`src/pio_pkg.sv`:
```
package pio_pkg;

	// ----------------------------------------------------------------
	// geometry of the port bank and of the bus
	// ----------------------------------------------------------------
	localparam int NUM_PORTS = 8;
	localparam int PORT_W = 8;
	localparam int APB_DATA_W = 32;
	localparam int PINS_TOTAL = 54;
	localparam int IDX_LSB = 2;
	localparam int IDX_MSB = 5;

	// ----------------------------------------------------------------
	// register indexes, byte address is four times the index
	// ----------------------------------------------------------------
	localparam logic [3:0] IDX_PORT_A_DATA = 4'h0;
	localparam logic [3:0] IDX_PORT_B_DATA = 4'h1;
	localparam logic [3:0] IDX_PORT_C_DATA = 4'h2;
	localparam logic [3:0] IDX_PORT_D_DATA = 4'h3;
	localparam logic [3:0] IDX_PORT_A_DIRECTION = 4'h4;
	localparam logic [3:0] IDX_PORT_B_DIRECTION = 4'h5;
	localparam logic [3:0] IDX_PORT_C_DIRECTION = 4'h6;
	localparam logic [3:0] IDX_PORT_D_DIRECTION = 4'h7;
	localparam logic [3:0] IDX_PORT_E_DATA = 4'h8;
	localparam logic [3:0] IDX_PORT_F_DATA = 4'h9;
	localparam logic [3:0] IDX_PORT_G_DATA = 4'hA;
	localparam logic [3:0] IDX_PORT_H_DATA = 4'hB;
	localparam logic [3:0] IDX_PORT_E_DIRECTION = 4'hC;
	localparam logic [3:0] IDX_PORT_F_DIRECTION = 4'hD;
	localparam logic [3:0] IDX_PORT_G_DIRECTION = 4'hE;
	localparam logic [3:0] IDX_PORT_H_DIRECTION = 4'hF;

	// ----------------------------------------------------------------
	// reset and idle values
	// ----------------------------------------------------------------
	localparam logic [7:0] DIR_RESET = 8'h00;
	localparam logic [7:0] FULL_MASK = 8'hFF;
	localparam logic [31:0] RDATA_IDLE = 32'h00000000;

	// ----------------------------------------------------------------
	// types
	// ----------------------------------------------------------------
	typedef enum logic [2:0] {
		PORT_A, PORT_B, PORT_C, PORT_D, PORT_E, PORT_F, PORT_G, PORT_H
	} pio_port_t;

	// decoded register selection
	typedef struct packed {
		logic hit;
		logic is_dir;
		pio_port_t port;
	} pio_sel_t;

endpackage

```
`src/pio_ports.sv`:
```
`timescale 1ns/1ps
module pio_ports #(
	parameter int ADDR_W = 12,
	parameter int PORT_F_WIDTH = 6,
	parameter int PORT_G_WIDTH = 4,
	parameter int PORT_H_WIDTH = 4
) (
	input wire logic clk,
	input wire logic nrst,
	input wire logic psel,
	input wire logic penable,
	input wire logic pwrite,
	input wire logic [ADDR_W-1:0] paddr,
	input wire logic [31:0] pwdata,
	output logic [31:0] prdata,
	output logic pready,
	output logic pslverr,
	input wire logic [pio_pkg::NUM_PORTS-1:0][pio_pkg::PORT_W-1:0] pin_in,
	output wire logic [pio_pkg::NUM_PORTS-1:0][pio_pkg::PORT_W-1:0] pin_out,
	output logic [pio_pkg::NUM_PORTS-1:0][pio_pkg::PORT_W-1:0] pin_oe
);

	// ----------------------------------------------------------------
	// elaboration checks
	// ----------------------------------------------------------------
	// the bank must add up to its pin count and each port fit a byte
	if (5 * pio_pkg::PORT_W + PORT_F_WIDTH + PORT_G_WIDTH + PORT_H_WIDTH
		!= pio_pkg::PINS_TOTAL) begin : g_bad_count
		$error("port widths do not add up to the pin count");
	end
	if (PORT_G_WIDTH < 1 || PORT_G_WIDTH > pio_pkg::PORT_W ||
		PORT_H_WIDTH < 1 || PORT_H_WIDTH > pio_pkg::PORT_W ||
		PORT_F_WIDTH < 1 || PORT_F_WIDTH >= pio_pkg::PORT_W) begin : g_bad_width
		// port F must leave at least one bit that reads as zero
		$error("a port width is out of range");
	end
	if (ADDR_W < pio_pkg::IDX_MSB + 1) begin : g_bad_addr
		$error("address too narrow for the register map");
	end

	// ----------------------------------------------------------------
	// helper functions
	// ----------------------------------------------------------------
	// implemented pins of a port of the given width, from bit 0 upward
	function automatic logic [pio_pkg::PORT_W-1:0] width_mask(input int w);
		logic [pio_pkg::PORT_W-1:0] m;
		m = '0;
		for (int i = 0; i < pio_pkg::PORT_W; i++) begin
			if (i < w) begin
				m[i] = 1'b1;
			end
		end
		return m;
	endfunction

	function automatic pio_pkg::pio_sel_t mk_sel(input logic is_dir,
		input pio_pkg::pio_port_t port);
		pio_pkg::pio_sel_t s;
		s.hit = 1'b1;
		s.is_dir = is_dir;
		s.port = port;
		return s;
	endfunction

	// byte address to register; misaligned or out of range is a miss
	function automatic pio_pkg::pio_sel_t decode(input logic [ADDR_W-1:0] a);
		pio_pkg::pio_sel_t s;
		s = '0;
		unique case (a[pio_pkg::IDX_MSB:pio_pkg::IDX_LSB])
			pio_pkg::IDX_PORT_A_DATA: s = mk_sel(1'b0, pio_pkg::PORT_A);
			pio_pkg::IDX_PORT_B_DATA: s = mk_sel(1'b0, pio_pkg::PORT_B);
			pio_pkg::IDX_PORT_C_DATA: s = mk_sel(1'b0, pio_pkg::PORT_C);
			pio_pkg::IDX_PORT_D_DATA: s = mk_sel(1'b0, pio_pkg::PORT_D);
			pio_pkg::IDX_PORT_A_DIRECTION: s = mk_sel(1'b1, pio_pkg::PORT_A);
			pio_pkg::IDX_PORT_B_DIRECTION: s = mk_sel(1'b1, pio_pkg::PORT_B);
			pio_pkg::IDX_PORT_C_DIRECTION: s = mk_sel(1'b1, pio_pkg::PORT_C);
			pio_pkg::IDX_PORT_D_DIRECTION: s = mk_sel(1'b1, pio_pkg::PORT_D);
			pio_pkg::IDX_PORT_E_DATA: s = mk_sel(1'b0, pio_pkg::PORT_E);
			pio_pkg::IDX_PORT_F_DATA: s = mk_sel(1'b0, pio_pkg::PORT_F);
			pio_pkg::IDX_PORT_G_DATA: s = mk_sel(1'b0, pio_pkg::PORT_G);
			pio_pkg::IDX_PORT_H_DATA: s = mk_sel(1'b0, pio_pkg::PORT_H);
			pio_pkg::IDX_PORT_E_DIRECTION: s = mk_sel(1'b1, pio_pkg::PORT_E);
			pio_pkg::IDX_PORT_F_DIRECTION: s = mk_sel(1'b1, pio_pkg::PORT_F);
			pio_pkg::IDX_PORT_G_DIRECTION: s = mk_sel(1'b1, pio_pkg::PORT_G);
			pio_pkg::IDX_PORT_H_DIRECTION: s = mk_sel(1'b1, pio_pkg::PORT_H);
		endcase
		if (a[pio_pkg::IDX_LSB-1:0] != '0) begin
			s.hit = 1'b0;
		end
		if (ADDR_W > pio_pkg::IDX_MSB + 1) begin
			if ((a >> (pio_pkg::IDX_MSB + 1)) != '0) begin
				s.hit = 1'b0;
			end
		end
		return s;
	endfunction

	// per-bit choice between latch and pin, unimplemented bits as zero
	function automatic logic [pio_pkg::PORT_W-1:0] rd_port(
		input logic [pio_pkg::PORT_W-1:0] latch,
		input logic [pio_pkg::PORT_W-1:0] dir,
		input logic [pio_pkg::PORT_W-1:0] pin,
		input logic [pio_pkg::PORT_W-1:0] mask);
		return ((dir & latch) | (~dir & pin)) & mask;
	endfunction

	// ----------------------------------------------------------------
	// implemented pin masks
	// ----------------------------------------------------------------
	// ports A to E are full bytes; F is narrower, G and H up to a full byte each
	localparam logic [pio_pkg::NUM_PORTS-1:0][pio_pkg::PORT_W-1:0] IMPL = {
		width_mask(PORT_H_WIDTH), width_mask(PORT_G_WIDTH),
		width_mask(PORT_F_WIDTH), {5{pio_pkg::FULL_MASK}}};

	// ----------------------------------------------------------------
	// bus decode
	// ----------------------------------------------------------------
	pio_pkg::pio_sel_t sel;
	logic access;
	logic wr_fire;
	logic [pio_pkg::PORT_W-1:0] wbyte;

	// two-cycle access: pready rises one edge into the access phase
	assign sel = decode(paddr);
	assign access = psel & penable;
	assign wr_fire = access & pready & pwrite & sel.hit;
	assign wbyte = pwdata[pio_pkg::PORT_W-1:0];

	// ----------------------------------------------------------------
	// pin input synchroniser
	// ----------------------------------------------------------------
	logic [pio_pkg::NUM_PORTS-1:0][pio_pkg::PORT_W-1:0] pin_meta_r;
	logic [pio_pkg::NUM_PORTS-1:0][pio_pkg::PORT_W-1:0] pin_sync_r;

	// two stages, only the second feeds the read path
	always_ff @(posedge clk or negedge nrst) begin
		if (!nrst) begin
			pin_meta_r <= '0;
			pin_sync_r <= '0;
		end else begin
			pin_meta_r <= pin_in;
			pin_sync_r <= pin_meta_r;
		end
	end

	// ----------------------------------------------------------------
	// direction registers
	// ----------------------------------------------------------------
	// drive enables come straight from these flops
	always_ff @(posedge clk or negedge nrst) begin
		if (!nrst) begin
			pin_oe <= {pio_pkg::NUM_PORTS{pio_pkg::DIR_RESET}};
		end else if (wr_fire && sel.is_dir) begin
			pin_oe[sel.port] <= wbyte & IMPL[sel.port];
		end
	end

	// ----------------------------------------------------------------
	// data latches
	// ----------------------------------------------------------------
	// no reset on purpose: the latch keeps its value through reset
	for (genvar p = 0; p < pio_pkg::NUM_PORTS; p++) begin : g_latch
		logic [pio_pkg::PORT_W-1:0] latch_r;

		// written whatever the direction bit says
		always_ff @(posedge clk) begin
			if (wr_fire && !sel.is_dir && sel.port == pio_pkg::pio_port_t'(p)) begin
				latch_r <= wbyte & IMPL[p];
			end
		end

		// absent bits dropped on write, so the pin sees the flop itself
		assign pin_out[p] = latch_r;
	end

	// ----------------------------------------------------------------
	// read data and handshake
	// ----------------------------------------------------------------
	// answer one edge into the access phase, then drop for one cycle
	always_ff @(posedge clk or negedge nrst) begin
		if (!nrst) begin
			pready <= 1'b0;
			pslverr <= 1'b0;
			prdata <= pio_pkg::RDATA_IDLE;
		end else if (access && !pready) begin
			pready <= 1'b1;
			pslverr <= ~sel.hit;
			prdata <= pio_pkg::RDATA_IDLE;
			if (!pwrite && sel.hit) begin
				if (sel.is_dir) begin
					prdata <= 32'(pin_oe[sel.port]);
				end else begin
					prdata <= 32'(rd_port(pin_out[sel.port], pin_oe[sel.port],
						pin_sync_r[sel.port], IMPL[sel.port]));
				end
			end
		end else begin
			pready <= 1'b0;
			pslverr <= 1'b0;
			prdata <= pio_pkg::RDATA_IDLE;
		end
	end

	// ----------------------------------------------------------------
	// checks
	// ----------------------------------------------------------------
	logic rd_ans;
	assign rd_ans = access & !pready & !pwrite & sel.hit & !sel.is_dir;

	property p_dir_reset;
		@(posedge clk) $rose(nrst) |-> pin_oe == '0;
	endproperty
	a_dir_reset: assert property (p_dir_reset)
		else $error("direction not clear after reset");

	property p_absent_pins;
		@(posedge clk) disable iff (!nrst)
		((pin_oe[pio_pkg::PORT_F] & ~IMPL[pio_pkg::PORT_F]) == '0) &&
		((pin_out[pio_pkg::PORT_F] & ~IMPL[pio_pkg::PORT_F]) == '0);
	endproperty
	a_absent_pins: assert property (p_absent_pins)
		else $error("unimplemented port F pin driven");

	property p_dir_write;
		@(posedge clk) disable iff (!nrst)
		(wr_fire && sel.is_dir && sel.port == pio_pkg::PORT_A) |=>
		pin_oe[pio_pkg::PORT_A] == $past(wbyte);
	endproperty
	a_dir_write: assert property (p_dir_write)
		else $error("port A direction write lost");

	property p_dir_local;
		@(posedge clk) disable iff (!nrst)
		(wr_fire && sel.is_dir && sel.port == pio_pkg::PORT_B) |=>
		$stable(pin_oe[pio_pkg::PORT_A]) && $stable(pin_oe[pio_pkg::PORT_C]);
	endproperty
	a_dir_local: assert property (p_dir_local)
		else $error("direction write touched another port");

	property p_f_top_zero;
		@(posedge clk) disable iff (!nrst)
		(access && !pready && !pwrite && paddr == ADDR_W'(4 * pio_pkg::IDX_PORT_F_DATA))
		##1 pready |-> prdata[pio_pkg::PORT_W-1:PORT_F_WIDTH] == '0;
	endproperty
	a_f_top_zero: assert property (p_f_top_zero)
		else $error("port F upper bits not zero");

	property p_read_mux;
		@(posedge clk) disable iff (!nrst)
		(rd_ans && sel.port == pio_pkg::PORT_A) |=>
		prdata[pio_pkg::PORT_W-1:0] ==
		(($past(pin_oe[pio_pkg::PORT_A]) & $past(pin_out[pio_pkg::PORT_A])) |
		(~$past(pin_oe[pio_pkg::PORT_A]) & $past(pin_sync_r[pio_pkg::PORT_A])));
	endproperty
	a_read_mux: assert property (p_read_mux)
		else $error("port A read returned wrong source");

	property p_latch_write;
		@(posedge clk) disable iff (!nrst)
		(wr_fire && !sel.is_dir && sel.port == pio_pkg::PORT_B) |=>
		pin_out[pio_pkg::PORT_B] == $past(wbyte) && $stable(pin_oe[pio_pkg::PORT_B]);
	endproperty
	a_latch_write: assert property (p_latch_write)
		else $error("port B latch write lost");

	property p_write_edge;
		@(posedge clk) disable iff (!nrst)
		!$past(wr_fire) |-> $stable(pin_out) && $stable(pin_oe);
	endproperty
	a_write_edge: assert property (p_write_edge)
		else $error("register changed outside a closing write edge");

	property p_oe_drives_latch;
		@(posedge clk) disable iff (!nrst)
		(wr_fire && !sel.is_dir && sel.port == pio_pkg::PORT_C) ##1
		pin_oe[pio_pkg::PORT_C][0] |-> pin_out[pio_pkg::PORT_C][0] == $past(wbyte[0]);
	endproperty
	a_oe_drives_latch: assert property (p_oe_drives_latch)
		else $error("output pin not driving the latch");

	property p_sync_delay;
		@(posedge clk) disable iff (!nrst)
		nrst ##1 nrst ##1 nrst |-> pin_sync_r == $past(pin_in, 2);
	endproperty
	a_sync_delay: assert property (p_sync_delay)
		else $error("pin sample not two cycles late");

	property p_latch_keeps;
		@(posedge clk)
		$rose(nrst) |-> $stable(pin_out);
	endproperty
	a_latch_keeps: assert property (p_latch_keeps)
		else $error("latch changed across reset");

	property p_answer_once;
		@(posedge clk) disable iff (!nrst)
		pready |=> !pready;
	endproperty
	a_answer_once: assert property (p_answer_once)
		else $error("pready held for two cycles");

	property p_refused;
		@(posedge clk) disable iff (!nrst)
		(access && !pready && !sel.hit) |=> pready && pslverr && prdata == '0;
	endproperty
	a_refused: assert property (p_refused)
		else $error("unmapped access not refused");

	property p_quiet_idle;
		@(posedge clk) disable iff (!nrst)
		!pready |-> prdata == '0 && !pslverr;
	endproperty
	a_quiet_idle: assert property (p_quiet_idle)
		else $error("read data or error outside the answer cycle");

	property p_dir_read;
		@(posedge clk) disable iff (!nrst)
		(access && !pready && !pwrite && sel.hit && sel.is_dir && sel.port == pio_pkg::PORT_B)
		|=> prdata == 32'($past(pin_oe[pio_pkg::PORT_B]));
	endproperty
	a_dir_read: assert property (p_dir_read)
		else $error("port B direction read wrong");

	property p_refused_write;
		@(posedge clk) disable iff (!nrst)
		(access && pready && pwrite && !sel.hit) |=> $stable(pin_oe) && $stable(pin_out);
	endproperty
	a_refused_write: assert property (p_refused_write)
		else $error("refused write changed a register");

	property p_f_dir_mask;
		@(posedge clk) disable iff (!nrst)
		(wr_fire && sel.is_dir && sel.port == pio_pkg::PORT_F) |=>
		pin_oe[pio_pkg::PORT_F] == ($past(wbyte) & IMPL[pio_pkg::PORT_F]);
	endproperty
	a_f_dir_mask: assert property (p_f_dir_mask)
		else $error("port F direction write not masked to its pins");

endmodule
```
`config.mk`:
```
export PLATFORM = sky130hd
export DESIGN_NAME = pio_ports
export DESIGN_NICKNAME = d
export VERILOG_FILES = /design/src/pio_pkg.sv /design/src/pio_ports.sv
export SDC_FILE = /design/constraint.sdc
export NUM_CORES = 1
export LEC_CHECK = 0
export ABC_AREA = 1
export BUFFER_PORTS_ARGS = -buffer_cell sky130_fd_sc_hd__buf_2
export CORE_MARGIN = 5
export CORE_UTILIZATION = 54
export CTS_BUF_LIST = sky130_fd_sc_hd__clkbuf_4 sky130_fd_sc_hd__clkbuf_8
export CTS_CLUSTER_DIAMETER = 150
export DETAILED_ROUTE_END_ITERATION = 12
export MAX_ROUTING_LAYER = met4
export PLACE_DENSITY = 0.82
export SYNTH_ARGS = -nofsm -noshare
export SYNTH_HDL_FRONTEND = slang
export SYNTH_SLANG_ARGS = --single-unit
```
`constraint.sdc`:
```
create_clock -name clk -period 2.7 [get_ports clk]
set_input_delay 0.405 -clock clk [delete_from_list [all_inputs] [get_ports clk]]
set_output_delay 0.405 -clock clk [all_outputs]
set_load 0.005 [all_outputs]
```
==> run_summary.xml, run 1 <==
<?xml version="1.0" encoding="UTF-8"?>
<metrics>
  <group name="status">
    <metric name="run_status" unit="">finished clean</metric>
  </group>
  <group name="logic_synthesis">
    <metric name="synth_seq_cells" unit="">256</metric>
    <metric name="synth_cell_types" unit="">27</metric>
    <metric name="avgSynthCellArea" unit="µm²">10.6</metric>
    <metric name="synthesis.yosys.warnings" unit="">0</metric>
    <metric name="synthesis.instances" unit="">916</metric>
    <metric name="synth.cell_area" unit="µm²">9690</metric>
    <metric name="synth_seq_area_share" unit="%">68.9</metric>
  </group>
  <group name="global_routing">
    <metric name="most_used_routing_layer_in_global_routing" unit="">met2</metric>
    <metric name="global_route.overflow_total" unit="">0</metric>
    <metric name="grtUsageMet3" unit="%">6.81</metric>
    <metric name="maximum_number_of_pins_on_one_net_before_global_route_repair" unit="">70</metric>
    <metric name="vias_in_the_first_global_route" unit="">7776</metric>
    <metric name="first_pass_grt_wire_length" unit="µm">42900</metric>
    <metric name="antenna_violations_before_repair" unit="">0</metric>
    <metric name="gr-usage-met2" unit="%">47.7</metric>
    <metric name="track_usage" unit="%">28.5</metric>
    <metric name="global_route_met1_usage" unit="%">33.9</metric>
  </group>
  <group name="finish">
    <metric name="drive_gt1_share" unit="%">26.3</metric>
    <metric name="layout_fillers" unit="">1291</metric>
    <metric name="fin_nets" unit="">1340</metric>
    <metric name="area_added_between_synthesis_and_finish" unit="%">28.8</metric>
    <metric name="antennaDiodeCount" unit="">0</metric>
    <metric name="final_core_util" unit="%">70.0</metric>
  </group>
  <group name="timing">
    <metric name="setup-violations-final" unit="">0</metric>
    <metric name="max_fclk" unit="GHz">0.519</metric>
    <metric name="setup_slack" unit="ns">0.775</metric>
    <metric name="final-max-slew-violation-count" unit="">0</metric>
    <metric name="finalCriticalPeriod" unit="ns">1.92</metric>
    <metric name="hold_violations" unit="">0</metric>
    <metric name="setup_repair_after_global_routing_missed_its_margin" unit="">false</metric>
    <metric name="slew-limit-headroom" unit="%">62.2</metric>
    <metric name="max_slew.worst_pin.slew" unit="ns">0.567</metric>
    <metric name="fin_skew" unit="ns">0.0212</metric>
    <metric name="setup-tns-final" unit="ns">0</metric>
    <metric name="timing.final.crit_share" unit="%">71.3</metric>
  </group>
  <group name="clock_tree">
    <metric name="clkSlewWorstSetupHoldPaths" unit="ns">0.07</metric>
    <metric name="cts_made_buffers" unit="">40</metric>
    <metric name="tritoncts" unit="">yes</metric>
    <metric name="root_buffer" unit="">clkbuf_8</metric>
    <metric name="clockBufferDepth" unit="">3</metric>
    <metric name="cts_num_sinks" unit="">256</metric>
    <metric name="cts_post_setup_buffers_inserted" unit="">0</metric>
    <metric name="ctsHtreeMaxLevel" unit="">2</metric>
    <metric name="clock_network_latency_to_the_later_pin_of_the_worst_skew_pair" unit="ns">0.53</metric>
  </group>
  <group name="critical_path">
    <metric name="timing.critical_path.required" unit="ns">3.13</metric>
    <metric name="critPathCaptureType" unit="">flop</metric>
    <metric name="timing.rr.start" unit="">pready</metric>
    <metric name="critical_path.startpoint" unit="">paddr[5]</metric>
    <metric name="category_of_the_worst_setup_path_launch_point" unit="">input pin</metric>
    <metric name="cp_max_fo" unit="">16</metric>
    <metric name="critical_path_arrival" unit="ns">2.36</metric>
    <metric name="reg2reg_setup_slack" unit="ns">0.98</metric>
    <metric name="reg2reg_to" unit="">pin_oe[34]</metric>
    <metric name="setup.worst_path.class" unit="">in -&gt; reg</metric>
    <metric name="r2r.worst_path.cells" unit="">5</metric>
  </group>
  <group name="flow_run">
    <metric name="cap_violations" unit="">0</metric>
  </group>
  <group name="pwr">
    <metric name="power-per-cell-area" unit="nW/µm²">638</metric>
    <metric name="worst_ir_drop_vdd" unit="mV">0.588</metric>
    <metric name="cellLeakagePower" unit="nW">6.28</metric>
  </group>
  <group name="placement">
    <metric name="dpl_worst_slack" unit="ns">0.269</metric>
    <metric name="place.port_buffers" unit="">216</metric>
    <metric name="place.gp.congestion" unit="">0.843</metric>
    <metric name="dp_hpwl" unit="µm">18100</metric>
  </group>
  <group name="route">
    <metric name="drt_wl_total" unit="µm">28400</metric>
    <metric name="via_per_inst" unit="">5.15</metric>
    <metric name="drc" unit="">0</metric>
    <metric name="tritonroute_pass_1_iters" unit="">5</metric>
    <metric name="drtIter0Drc" unit="">649</metric>
    <metric name="wl_per_cell" unit="µm">19.1</metric>
    <metric name="detail-route-antenna-nets" unit="">0</metric>
    <metric name="via_count" unit="">7656</metric>
  </group>
  <group name="floorplan">
    <metric name="die-area" unit="µm²">20700</metric>
    <metric name="pin_count" unit="">275</metric>
    <metric name="chipHeight" unit="µm">144</metric>
    <metric name="floorplan.die.width" unit="µm">144</metric>
    <metric name="floorplan_core_area" unit="µm²">17800</metric>
    <metric name="row_count" unit="">49</metric>
    <metric name="initial_core_util" unit="%">54.3</metric>
  </group>
  <group name="min_path">
    <metric name="worst_hold_path.num_cells" unit="">1</metric>
    <metric name="hold_path.class" unit="">in -&gt; reg</metric>
    <metric name="timing.hold.worst.start" unit="">pwdata[6]</metric>
    <metric name="min_delay_worst_endpoint" unit="">g_latch[4].latch_r[6]</metric>
  </group>
</metrics>
logic make-up (layout without fill, tap and decap cells):
group | after synthesis | after routing | synth area share, %
simple gates | 469 | 469 | 20.8
flops | 256 | 256 | 68.9
buf+inv | 109 | 417 | 5.95
compound gates | 81 | 81 | 4.36
other cells | 1 | 34 | 0.0387
critical path: stages:
cell	delay, ns
buf_2	0.32
clkinv_1	0.43
nor2_1	0.41
nand4_2	0.43
o21ai_0	0.36
synth_stat cells:
cell	count	area [µm²]
nand2_1	362	1360
dfrtp_1	202	5050
edfxtp_1	54	1620
o21ai_1	47	235
buf_4	35	263
nand3_1	35	175
inv_1	32	120
nor2_1	28	105
buf_2	23	115
a21oi_1	19	95.1
nand4_1	17	106
nor3_1	13	65.1
clkbuf_1	11	41.3
o21ai_0	8	40.0
a22oi_1	7	52.6
nand4_4	5	106
buf_1	3	11.3
clkinv_1	3	11.3
nand4_2	3	37.5
nand3b_1	2	15.0
buf_6	1	11.3
conb_1	1	3.75
inv_2	1	3.75
nor2_2	1	6.26
nor2_4	1	11.3
nor4_4	1	21.3
or2_1	1	6.26
where the power goes:
group / internal [W] / switching [W] / total [W]
combinational: 0.000183 / 0.000316 / 0.000498
clock: 0.00188 / 0.00151 / 0.00339
sequential: 0.00405 / 0.0000349 / 0.00408
total: 0.00611 / 0.00186 / 0.00797
per-layer routing:
metal,part of all wire (%),wire [µm]
met1,37,10500
met2,51,14400
met3,8.7,2480
met4,3.6,1030
met5,0,0
per-stage QoR:
stage | power, W | instances | hold WS, ns | area [µm²]
2_1_floorplan | 0.00437 | 949 | 0.109 | 9820
3_3_place_gp | 0.00455 | 1349 | 0.332 | 11000
3_5_place_dp | 0.00456 | 1349 | 0.335 | 11000
4_1_cts | 0.00798 | 1486 | 0.154 | 12500
5_1_grt | 0.00826 | 1486 | 0.169 | 12500
6_report | 0.00797 | 1486 | 0.182 | 12500
cell usage in the layout, fill, tap and decap left out, drive strengths merged:
cell         netlist  layout
nand2            362     362
nand3b             2       2
dfrtp            202     202
nor2              30      30
o21ai             55      55
a21oi             19      19
buf               62     243
dlygate4sd3        0      65
a22oi              7       7
nand4             25      25
clkinvlp           0       1
inv               33      35
nor4               1       1
clkbuf            11      63
clkinv             3      10
nor3              13      13
nand3             35      35
or2                1       1
edfxtp            54      54
conb               1      34
worst max path at each step:
| stage | slack [ns] | cells after the start | to |
|---|---|---|---|
| floorplan | 0.35 | 5 | g_latch[0].latch_r[0] |
| global placement | 0.35 | 5 | pin_oe[39] |
| detailed placement | 0.27 | 5 | pin_oe[39] |
| CTS | 0.84 | 5 | pin_oe[39] |
| global route | 0.61 | 5 | pin_oe[34] |
| finish | 0.78 | 5 | pin_oe[34] |
flip-flops by register name, indices dropped and copies added (netlist names):
signal / cells
pslverr: 1
pready: 1
g_latch.latch_r: 54
pin_sync_r: 64
pin_meta_r: 64
prdata: 8
pin_oe: 64
final cells by class:
type / instances / area (µm²) / share of cell area (%)
well taps: 229 / 287 / 2.30
multi-input cells: 584 / 2570 / 20.6
clock inverters: 10 / 60.1 / 0.481
inverters: 36 / 135 / 1.08
repair buffers: 309 / 1960 / 15.7
clock buffers: 62 / 791 / 6.34
flip-flops and latches: 256 / 6680 / 53.5
what timing repair did:
action	4_1_cts	5_1_grt
hold buffers	65	0
endpoints found under the hold margin	129	0
resized for setup	0	0
(Power assumes the default switching activity.)
==> inputs of run 2 (changes only) <==
- CORE_UTILIZATION: 54 -> 49
- PLACE_DENSITY: 0.82 -> 0.79
- clock period: 2.7 -> 1.6 ns (I/O delays scaled with it)
==> run 2 against run 1 <==
Net effect:
- count of clock-buffer cells in the layout is 1 lower
- routed wire length is 1.5% higher
- sequential power is 69% higher
- worst hold slack worse by 0.16 ns
- critical endpoint is now g_latch[0].latch_r[0]
==> run_summary.xml, run 2 (synthesis gave the netlist of run 1 again) <==
<?xml version="1.0" encoding="UTF-8"?>
<metrics>
  <group name="floorplan">
    <metric name="die-area" unit="µm²">22700</metric>
    <metric name="initial_core_util" unit="%">49.8</metric>
    <metric name="floorplan_core_area" unit="µm²">19500</metric>
    <metric name="row_count" unit="">51</metric>
    <metric name="chipHeight" unit="µm">151</metric>
    <metric name="floorplan.die.width" unit="µm">151</metric>
    <metric name="pin_count" unit="">275</metric>
  </group>
  <group name="critical_path">
    <metric name="r2r.worst_path.cells" unit="">5</metric>
    <metric name="category_of_the_worst_setup_path_launch_point" unit="">flop</metric>
    <metric name="cp_num_cells" unit="">5</metric>
    <metric name="cp_cell_sequence" unit="">nand2_1, nor2_4, nand3_4, nor3_4, buf_4</metric>
    <metric name="timing.rr.start" unit="">pready</metric>
    <metric name="critical_path.startpoint" unit="">pready</metric>
    <metric name="critical-path-top-delay-family" unit="">simple AND/OR/NAND/NOR gates</metric>
    <metric name="cp.buffers_inverters" unit="">1</metric>
    <metric name="critical-path-max-stage-delay" unit="ns">0.35</metric>
    <metric name="timing.critical_path.required" unit="ns">1.85</metric>
    <metric name="critPathCaptureType" unit="">flop</metric>
    <metric name="setup.worst_path.class" unit="">reg -&gt; reg</metric>
    <metric name="cp_max_fo" unit="">8</metric>
    <metric name="slowest_stage" unit="">dfrtp_1</metric>
    <metric name="reg2reg_to" unit="">g_latch[0].latch_r[0]</metric>
    <metric name="reg2reg_setup_slack" unit="ns">0.09</metric>
    <metric name="critical_path_arrival" unit="ns">1.75</metric>
    <metric name="critical_path.endpoint" unit="">g_latch[0].latch_r[0]</metric>
  </group>
  <group name="route">
    <metric name="via_per_inst" unit="">5.04</metric>
    <metric name="wl_per_cell" unit="µm">18.6</metric>
    <metric name="via_count" unit="">7820</metric>
    <metric name="tritonroute_pass_1_iters" unit="">5</metric>
    <metric name="detail-route-antenna-nets" unit="">0</metric>
    <metric name="drtIter0Drc" unit="">453</metric>
    <metric name="drt_wl_total" unit="µm">28800</metric>
    <metric name="drc" unit="">0</metric>
  </group>
  <group name="timing">
    <metric name="setup_repair_after_global_routing_missed_its_margin" unit="">false</metric>
    <metric name="finalCriticalPeriod" unit="ns">1.51</metric>
    <metric name="max_fclk" unit="GHz">0.663</metric>
    <metric name="worst_hold_slack" unit="ns">0.0186</metric>
    <metric name="setup_slack" unit="ns">0.0925</metric>
    <metric name="hold_violations" unit="">0</metric>
    <metric name="final-max-slew-violation-count" unit="">0</metric>
    <metric name="fin_skew" unit="ns">0.0142</metric>
    <metric name="setup-violations-final" unit="">0</metric>
    <metric name="timing.final.crit_share" unit="%">94.2</metric>
  </group>
  <group name="finish">
    <metric name="layout.cells.most_common_list" unit="">362 x nand2_1, 215 x buf_2, 202 x dfrtp_1</metric>
    <metric name="area_added_between_synthesis_and_finish" unit="%">34.6</metric>
    <metric name="final_common_cell" unit="">nand2_1</metric>
    <metric name="drive_gt1_share" unit="%">28.5</metric>
    <metric name="final_core_util" unit="%">67.0</metric>
    <metric name="fin_nets" unit="">1369</metric>
    <metric name="layout_fillers" unit="">1440</metric>
    <metric name="stdcell_area" unit="µm²">13000</metric>
    <metric name="biggestRegsByFlops" unit="">pin_meta_r: 64 flops, pin_oe: 64 flops, pin_sync_r: 64 flops</metric>
  </group>
  <group name="placement">
    <metric name="dpl_worst_slack" unit="ns">-0.265</metric>
    <metric name="placedInstanceArea" unit="µm²">11500</metric>
    <metric name="place.gp.congestion" unit="">0.920</metric>
    <metric name="place.port_buffers" unit="">216</metric>
    <metric name="dp_hpwl" unit="µm">19800</metric>
  </group>
  <group name="global_routing">
    <metric name="vias_in_the_first_global_route" unit="">7921</metric>
    <metric name="track_usage" unit="%">26.4</metric>
    <metric name="maximum_number_of_pins_on_one_net_before_global_route_repair" unit="">53</metric>
    <metric name="antenna_violations_before_repair" unit="">2</metric>
    <metric name="first_pass_grt_wire_length" unit="µm">43600</metric>
    <metric name="global_route.overflow_total" unit="">0</metric>
  </group>
  <group name="clock_tree">
    <metric name="ctsHtreeMaxLevel" unit="">2</metric>
    <metric name="cts_made_buffers" unit="">40</metric>
    <metric name="clkSlewWorstSetupHoldPaths" unit="ns">0.07</metric>
    <metric name="cts_post_setup_buffers_inserted" unit="">0</metric>
    <metric name="cts_num_sinks" unit="">256</metric>
    <metric name="root_buffer" unit="">clkbuf_8</metric>
    <metric name="tritoncts" unit="">yes</metric>
    <metric name="clockBufferDepth" unit="">3</metric>
    <metric name="clock_network_latency_to_the_later_pin_of_the_worst_skew_pair" unit="ns">0.53</metric>
  </group>
  <group name="pwr">
    <metric name="power-per-cell-area" unit="nW/µm²">1050</metric>
    <metric name="cellLeakagePower" unit="nW">6.53</metric>
    <metric name="worst_ir_drop_vdd" unit="mV">0.740</metric>
  </group>
  <group name="min_path">
    <metric name="hold_path.class" unit="">in -&gt; reg</metric>
    <metric name="timing.hold.worst.start" unit="">pwdata[5]</metric>
  </group>
  <group name="flow_run">
    <metric name="cap_violations" unit="">0</metric>
  </group>
  <group name="status">
    <metric name="run_status" unit="">finished clean</metric>
  </group>
</metrics>
run 2: worst min-delay path by stage:
stage | slack (ns) | depth (start not counted) | end
floorplan | -0.06 | 0 | pin_meta_r[0]
global placement | 0.23 | 1 | pin_meta_r[44]
detailed placement | 0.24 | 1 | pin_meta_r[44]
CTS | 0.008 | 1 | g_latch[2].latch_r[5]
global route | 0.005 | 1 | g_latch[1].latch_r[5]
finish | 0.02 | 1 | g_latch[0].latch_r[5]
run 2: power breakdown:
group / internal, W / leakage, nW / switching, W
registers: 0.00683 / 3.01 / 0.0000485
clock network: 0.00340 / 0.458 / 0.00246
logic: 0.000379 / 3.06 / 0.000563
run 2: metrics by stage:
step / setup TNS (ns) / cells / total power [W]
2_1_floorplan: -9.73 / 949 / 0.00738
3_3_place_gp: -19.31 / 1413 / 0.00778
3_5_place_dp: -22.12 / 1413 / 0.00780
4_1_cts: 0 / 1549 / 0.0138
5_1_grt: 0 / 1551 / 0.0142
6_report: 0 / 1551 / 0.0137
run 2: area by class of cell:
class | count | area, µm² | area share (%)
clock buffers | 61 | 771 | 5.91
multi-input cells | 584 | 2650 | 20.3
flip-flops and latches | 256 | 6680 | 51.2
clock inverters | 9 | 100 | 0.767
well taps | 265 | 332 | 2.54
inverters | 36 | 135 | 1.04
repair buffers | 338 | 2370 | 18.2
diodes | 2 | 5.00 | 0.0384
run 2: per-layer routing:
metal / global-route usage, % / wire, µm / part of all wire, %
met2: 42.6 / 14100 / 49
met1: 32.0 / 10700 / 37
met5: - / 0 / 0
met3: 7.38 / 3020 / 10
met4: 10.3 / 979 / 3.4
run 2: worst register-to-register path, stage by stage (launching register included):
cell     delay [ns]
dfrtp_1        0.35
nand2_1        0.09
nor2_4         0.17
nand3_4        0.22
nor3_4         0.24
buf_4          0.16
run 2: repair_timing:
item | in CTS | in global routing
gates resized for setup | 0 | 1
setup endpoints to repair | 0 | 5
hold buffers | 66 | 0
endpoints found under the hold margin | 111 | 0
